`config.mk`:
```
export PLATFORM = sky130hd
export DESIGN_NAME = ifc_ctrl_regs
export DESIGN_NICKNAME = d
export VERILOG_FILES = /design/src/pkg/ifc_ctrl_pkg.sv /design/src/design/ifc_ctrl_regs.sv
export SDC_FILE = /design/constraint.sdc
export NUM_CORES = 1
export LEC_CHECK = 0
export ABC_AREA = 1
export BUFFER_PORTS_ARGS = -buffer_cell sky130_fd_sc_hd__buf_2
export CORE_MARGIN = 5
export CORE_UTILIZATION = 30
export CTS_BUF_LIST = sky130_fd_sc_hd__clkbuf_4 sky130_fd_sc_hd__clkbuf_8
export DETAILED_ROUTE_END_ITERATION = 8
export PLACE_DENSITY = 0.66
export SYNTH_ARGS = -nofsm -noshare
export SYNTH_HDL_FRONTEND = slang
export SYNTH_SLANG_ARGS = --single-unit
```
`constraint.sdc`:
```
create_clock -name clk -period 0.8 [get_ports clk]
set_clock_uncertainty 0.15 [all_clocks]
set_input_delay 0 -clock clk [delete_from_list [all_inputs] [get_ports clk]]
set_output_delay 0 -clock clk [all_outputs]
set_load 0.02 [all_outputs]
```
`src/pkg/ifc_ctrl_pkg.sv`:
```
// Purpose: constants and types for the interface-control register bank
// Assumes: 8-bit register data and 6-bit register addresses, as on the link register access
// Notes: bit positions follow the register layout; bit 7 drives protect_disable, bit 6 set skips the vbus_valid_in qualification of the vbus flag
package ifc_ctrl_pkg;

	// ----------------------------------------------------------------
	// register map
	// ----------------------------------------------------------------
	localparam logic [5:0] interface_control_addr = 6'h07;
	localparam logic [5:0] interface_control_set_alias_addr = 6'h08;
	localparam logic [7:0] interface_control_reset = 8'h00;
	localparam logic [7:0] unmapped_read_value = 8'h00;

	// ----------------------------------------------------------------
	// field positions
	// ----------------------------------------------------------------
	localparam int protect_disable_bit = 7;
	localparam int vbus_flag_unqualified_bit = 6;
	localparam int vbus_flag_invert_bit = 5;
	localparam int resume_self_signal_en_bit = 4;
	localparam int serial_clock_power_n_bit = 3;
	localparam int uart_mode_select_bit = 2;
	localparam int three_wire_serial_select_bit = 1;
	localparam int six_wire_serial_select_bit = 0;

	// ----------------------------------------------------------------
	// types
	// ----------------------------------------------------------------
	typedef struct packed {
		logic protect_disable;
		logic vbus_flag_unqualified;
		logic vbus_flag_invert;
		logic resume_self_signal_en;
		logic serial_clock_power_n;
		logic uart_mode_select;
		logic three_wire_serial_select;
		logic six_wire_serial_select;
	} interface_control_t;

	typedef struct packed {
		logic write;
		logic read;
		logic [5:0] addr;
		logic [7:0] wdata;
	} reg_cmd_t;

	typedef enum logic [1:0] {
		mode_parallel,
		mode_uart,
		mode_three_wire,
		mode_six_wire
	} link_mode_t;

endpackage : ifc_ctrl_pkg

```
`src/design/ifc_ctrl_regs.sv`:
```
// Purpose: interface-control register, its write-1-to-set alias and the logic it steers
// Assumes: register commands arrive as one-cycle strobes once the link command has completed
// Notes: mode exit events come from the serial/uart engines as one-cycle pulses
//
// Contract
// - invert bit complements external vbus flag
// - external vbus flag comes from fault pin
// - resume enable lets device send resume itself
// - clock power bit affects clock only, serial/uart
// - serial/uart modes: clock powered when bit set
// - clock power bit ignored while low power
// - uart select switches pins to uart
// - leaving uart mode clears uart select
// - three-wire select uses 3-pin serial interface
// - six-wire select uses 6-pin serial interface
// - leaving serial mode clears active select
// - set alias: ones set bits, no storage
// - set alias reads back control register
`timescale 1ns/1ps
`default_nettype none

module ifc_ctrl_regs (
	input wire logic clk,
	input wire logic rst_n,
	// register command from the link side
	input wire logic reg_write,
	input wire logic reg_read,
	input wire logic [5:0] reg_addr,
	input wire logic [7:0] reg_wdata,
	output logic [7:0] reg_rdata,
	output logic reg_rvalid,
	// external vbus indicator
	input wire logic fault_pin,
	input wire logic vbus_valid_in,
	output logic vbus_flag_out,
	// resume and power
	input wire logic resume_event_in,
	input wire logic low_power_n,
	output logic auto_resume_tx,
	output logic clock_power_en,
	// mode control
	input wire logic uart_exit_in,
	input wire logic serial_exit_in,
	output ifc_ctrl_pkg::link_mode_t link_mode,
	output logic protect_disable,
	output logic [7:0] control_value
);

	// ----------------------------------------------------------------
	// state
	// ----------------------------------------------------------------
	typedef struct packed {
		ifc_ctrl_pkg::interface_control_t ctrl;
		logic [7:0] rdata;
		logic rvalid;
	} state_t;

	state_t state_reg;
	state_t state_next;
	ifc_ctrl_pkg::reg_cmd_t cmd;
	logic ext_vbus_flag_in;
	logic vbus_flag_comp;

	// uart wins over serial if the link sets several selects at once
	function automatic ifc_ctrl_pkg::link_mode_t decode_mode(
		input ifc_ctrl_pkg::interface_control_t c
	);
		if (c.uart_mode_select)
			decode_mode = ifc_ctrl_pkg::mode_uart;
		else if (c.six_wire_serial_select)
			decode_mode = ifc_ctrl_pkg::mode_six_wire;
		else if (c.three_wire_serial_select)
			decode_mode = ifc_ctrl_pkg::mode_three_wire;
		else
			decode_mode = ifc_ctrl_pkg::mode_parallel;
	endfunction : decode_mode

	function automatic logic hits_control(input logic [5:0] a);
		hits_control = (a == ifc_ctrl_pkg::interface_control_addr) ||
			(a == ifc_ctrl_pkg::interface_control_set_alias_addr);
	endfunction : hits_control

	assign cmd = '{write: reg_write, read: reg_read, addr: reg_addr, wdata: reg_wdata};

	// ----------------------------------------------------------------
	// next state
	// ----------------------------------------------------------------
	always_comb
	begin
		state_next = state_reg;
		state_next.rvalid = 1'b0;
		// mode engines drop their select when the mode ends
		if (uart_exit_in)
		begin
			state_next.ctrl.uart_mode_select = 1'b0;
		end
		if (serial_exit_in)
		begin
			state_next.ctrl.three_wire_serial_select = 1'b0;
			state_next.ctrl.six_wire_serial_select = 1'b0;
		end
		// a completed write is the newer command, so it overrides an exit in the same cycle
		if (cmd.write)
		begin
			if (cmd.addr == ifc_ctrl_pkg::interface_control_addr)
			begin
				state_next.ctrl = cmd.wdata;
			end
			else if (cmd.addr == ifc_ctrl_pkg::interface_control_set_alias_addr)
			begin
				state_next.ctrl = state_reg.ctrl | cmd.wdata;
			end
		end
		if (cmd.read)
		begin
			state_next.rvalid = 1'b1;
			if (hits_control(cmd.addr))
				state_next.rdata = state_reg.ctrl;
			else
				state_next.rdata = ifc_ctrl_pkg::unmapped_read_value;
		end
	end

	always_ff @(posedge clk)
	begin
		if (!rst_n)
		begin
			state_reg.ctrl <= ifc_ctrl_pkg::interface_control_reset;
			state_reg.rdata <= 8'h00;
			state_reg.rvalid <= 1'b0;
		end
		else
		begin
			state_reg <= state_next;
		end
	end

	// ----------------------------------------------------------------
	// outputs
	// ----------------------------------------------------------------
	assign reg_rdata = state_reg.rdata;
	assign reg_rvalid = state_reg.rvalid;
	assign control_value = state_reg.ctrl;
	assign protect_disable = state_reg.ctrl.protect_disable;

	assign ext_vbus_flag_in = fault_pin;
	assign vbus_flag_comp = ext_vbus_flag_in ^ state_reg.ctrl.vbus_flag_invert;
	assign vbus_flag_out = state_reg.ctrl.vbus_flag_unqualified ?
		vbus_flag_comp : (vbus_flag_comp & vbus_valid_in);

	// without the enable the link must drive resume itself
	assign auto_resume_tx = state_reg.ctrl.resume_self_signal_en & resume_event_in;

	// uart, three-wire and six-wire pin usage
	assign link_mode = decode_mode(state_reg.ctrl);

	// only the clock tree is gated here; analog and register blocks keep running
	always_comb
	begin
		if (!low_power_n)
			clock_power_en = 1'b0;
		else if (decode_mode(state_reg.ctrl) == ifc_ctrl_pkg::mode_parallel)
			clock_power_en = 1'b1;
		else
			clock_power_en = state_reg.ctrl.serial_clock_power_n;
	end
endmodule : ifc_ctrl_regs

`default_nettype wire

```
==> results by group <==
Outcome
  • Result of the run: finished, violations left
  • Failing checks: hold timing, setup timing

Clock network
  • Total clock buffers created by CTS: 3
  • Maximum buffer depth of the clock tree: 2
  • TritonCTS clock tree: built
  • Clock slew at reported path FFs: 0.10 ns
  • CTS HTree Levels: 1
  • Cts-stage hold buffer count: 8
  • Clock insertion delay at the later pin of the skew report: 0.30 ns
  • Clock net sink count: 17
  • Clock Tree Root: sky130_fd_sc_hd__clkbuf_4

Synthesis
  • Synth Area in Compound Gates: 0.186
  • Combinational family with the most area after synthesis: simple AND/OR/NAND/NOR gates
  • Mean instance size in the synthesized netlist: 7.02 um^2
  • Yosys warning count: 0
  • Number of nets in the synthesized netlist: 134
  • Portion of netlist area occupied by mux cells: 0
  • Simple-gate share of the synthesized area: 0.266
  • Adder-cell share of the synthesized area: 0
  • Total of flip-flops plus latches after synthesis: 17
  • Post-synthesis xor/xnor area fraction: 0
  • Share of the yosys chip area belonging to registers: 0.441
  • Post-synthesis cell area: 772 um^2
  • Count of cell types in the netlist: 15
  • Gate count after technology mapping: 110

Worst setup path
  • Worst path arrival time: 1.20 ns
  • Critical Path Source Type: flip-flop
  • Crit path largest cell delay: 0.37 ns
  • Required @ worst endpoint: 0.65 ns
  • WP buf/inv: 2
  • Critical Path Stages: 5
  • CP max-delay cell: sky130_fd_sc_hd__dfxtp_4
  • Kind of end point of the critical path: output pin
  • Kind of cell adding the most delay to the critical path: flip-flops
  • Category of the critical setup timing path: flip-flop to output pin
  • Series of cell instances along the critical path: inv_4, a21oi_4, nor2_1, o21a_2, buf_6
  • Worst-case reg-to-reg path depth: 5
  • Critical path fanouts, max: 2
  • Worst reg2reg setup slack: -0.20 ns

Detailed routing
  • Detailed Route Iter0 Violations: 24
  • Drc violations: 0
  • Number of nets with antenna violations after detailed routing: 0
  • First-pass detailed-route iteration total: 4
  • Routed vias: 981
  • Via/cell ratio: 4.81
  • Aggregate routed wire length: 2590 um
  • WL per Instance: 12.7 um

STA
  • Count of final setup violators: 36
  • RSZ-0062 raised after global routing: yes
  • Worst Max-Slew Pin Slew: 0.345 ns
  • Minimum hold slack: -0.135 ns
  • Count of final max-slew check failures: 0
  • Maximum clock rate: 739 MHz
  • Fin Setup TNS: -5.75 ns
  • Period utilisation layout: 1.69
  • Worst setup slack after layout: -0.552 ns
  • Final Hold Fails: 15
  • Worst slew margin relative to its limit: 0.770
  • Final period demand of the worst path: 1.35 ns

GRT
  • Wire length of the first global-routing pass: 3920 um
  • Global Route Usage Sum: 0.142
  • Maximum number of pins on one net before global-route repair: 18
  • Initial antenna violation count: 0
  • Total global routing overflow: 0
  • Vias in the first global route: 920

Place
  • Worst slack at placement: -0.248 ns
  • Dpl hpwl: 1770 um
  • Final weighted congestion in routability-driven placement: 0.729
  • Quantity of I/O buffers inserted on ports: 46
  • Instance area at placement: 1140 um^2

Floorplanning
  • Initial standard-cell utilization of the core: 0.312
  • Height of the die: 60.7 um
  • Placeable core area: 2480 um^2
  • Chip Width: 60.7 um
  • Ports: 47
  • Full die area: 3690 um^2
  • Count of standard-cell rows: 18

Power
  • Worst IR drop on VDD: 0.000773 V
  • Power Density: 1130 nW/um^2
  • Total Power: 1.74 mW
  • Static leakage: 0.688 nW

Final layout
  • Area added between synthesis and finish: 98.5%
  • Post-route standard cell area excluding fillers: 1530 um^2
  • Share of post-route cells with drive strength above 1: 0.626
  • Commonest non-fill, non-tap cells in the layout: 29 x sky130_fd_sc_hd__buf_6, 24 x sky130_fd_sc_hd__buf_2, 18 x sky130_fd_sc_hd__nand2_1
  • Ant diodes: 0
  • Final-stage net count: 199
  • Most common cell after layout, fill and taps aside: sky130_fd_sc_hd__buf_6

Worst hold path
  • Tightest Hold Check Type: primary input to flip-flop
  • Instance count along the most critical hold path: 4

Run
  • Total of max-cap violations: 0
## through the flow
| stage | instances | util |
|---|---|---|
| 2_1_floorplan | 110 | - |
| 3_3_place_gp | 186 | 0.459 |
| 3_5_place_dp | 186 | 0.459 |
| 4_1_cts | 205 | 0.599 |
| 5_1_grt | 204 | 0.619 |
| 6_report | 204 | 0.619 |
## what timing repair did
action | in CTS | in global routing
gates resized for setup | 60 | 20
endpoints found under the hold margin | 17 | 14
setup endpoints to repair | 31 | 39
buffers inserted | 7 | 4
pin swaps | 6 | 9
## cells in the mapped netlist
cell,n,share of area
sky130_fd_sc_hd__a21oi_1,18,0.12
sky130_fd_sc_hd__buf_4,1,0.0097
sky130_fd_sc_hd__buf_6,2,0.029
sky130_fd_sc_hd__clkbuf_1,2,0.0097
sky130_fd_sc_hd__dfxtp_1,17,0.44
sky130_fd_sc_hd__inv_1,12,0.058
sky130_fd_sc_hd__nand2_1,27,0.13
sky130_fd_sc_hd__nand2_2,1,0.0081
sky130_fd_sc_hd__nand3_1,6,0.039
sky130_fd_sc_hd__nand3_2,2,0.026
sky130_fd_sc_hd__nor2_1,11,0.053
sky130_fd_sc_hd__nor2_2,1,0.0081
sky130_fd_sc_hd__o21a_1,1,0.0097
sky130_fd_sc_hd__o21ai_0,8,0.052
sky130_fd_sc_hd__o22ai_1,1,0.0081
## cells by family after synthesis
kind of cell,count (synthesis)
AOI/OAI and AO/OA,28
and+or+nand+nor,48
DFF,17
buffers and inverters,17
## metal layers
layer | vias to the layer above | wire length [um] | GRT usage
li1 | 484 | - | -
met1 | 459 | 1050 | 0.164
met2 | 32 | 1340 | 0.253
met3 | 6 | 149 | 0.0170
met4 | 0 | 49 | 0.0743
met5 | - | 0 | 0
## where the power goes
part / leakage (nW) / total [mW] / internal [mW] / switching (mW)
sequential: 0.148 / 0.876 / 0.856 / 0.0196
clock: 0.0184 / 0.515 / 0.228 / 0.286
combinational: 0.522 / 0.348 / 0.173 / 0.175
total: 0.688 / 1.74 / 1.26 / 0.481
## state kept, by name, indices dropped and copies added (netlist names)
signal	count
protect_disable	1
reg_rdata	8
control_value	7
reg_rvalid	1
## final timing paths
check                                       from               end
worst min-delay path                uart_exit_in  control_value[2]
worst max register to register  control_value[0]  control_value[0]
worst max-delay path            control_value[1]    clock_power_en
worst min register to register  control_value[3]      reg_rdata[3]
## worst reg2reg max path: stages, from the launching register on
cell	delay, ns
sky130_fd_sc_hd__dfxtp_4	0.39
sky130_fd_sc_hd__inv_6	0.04
sky130_fd_sc_hd__buf_4	0.13
sky130_fd_sc_hd__nor2_4	0.10
sky130_fd_sc_hd__a21oi_2	0.04
sky130_fd_sc_hd__nor2_1	0.09
## final cells by class
type                            instances  area, um^2
Sequential cell                        17         377
Clock buffer                            4        30.0
Timing Repair Buffer                   65         557
Multi-Input combinational cell         76         477
Fill cell                             235         945
Tap cell                               30        37.5
Inverter                               12        55.1
No activity file was read; power rests on OpenSTA's default activity.
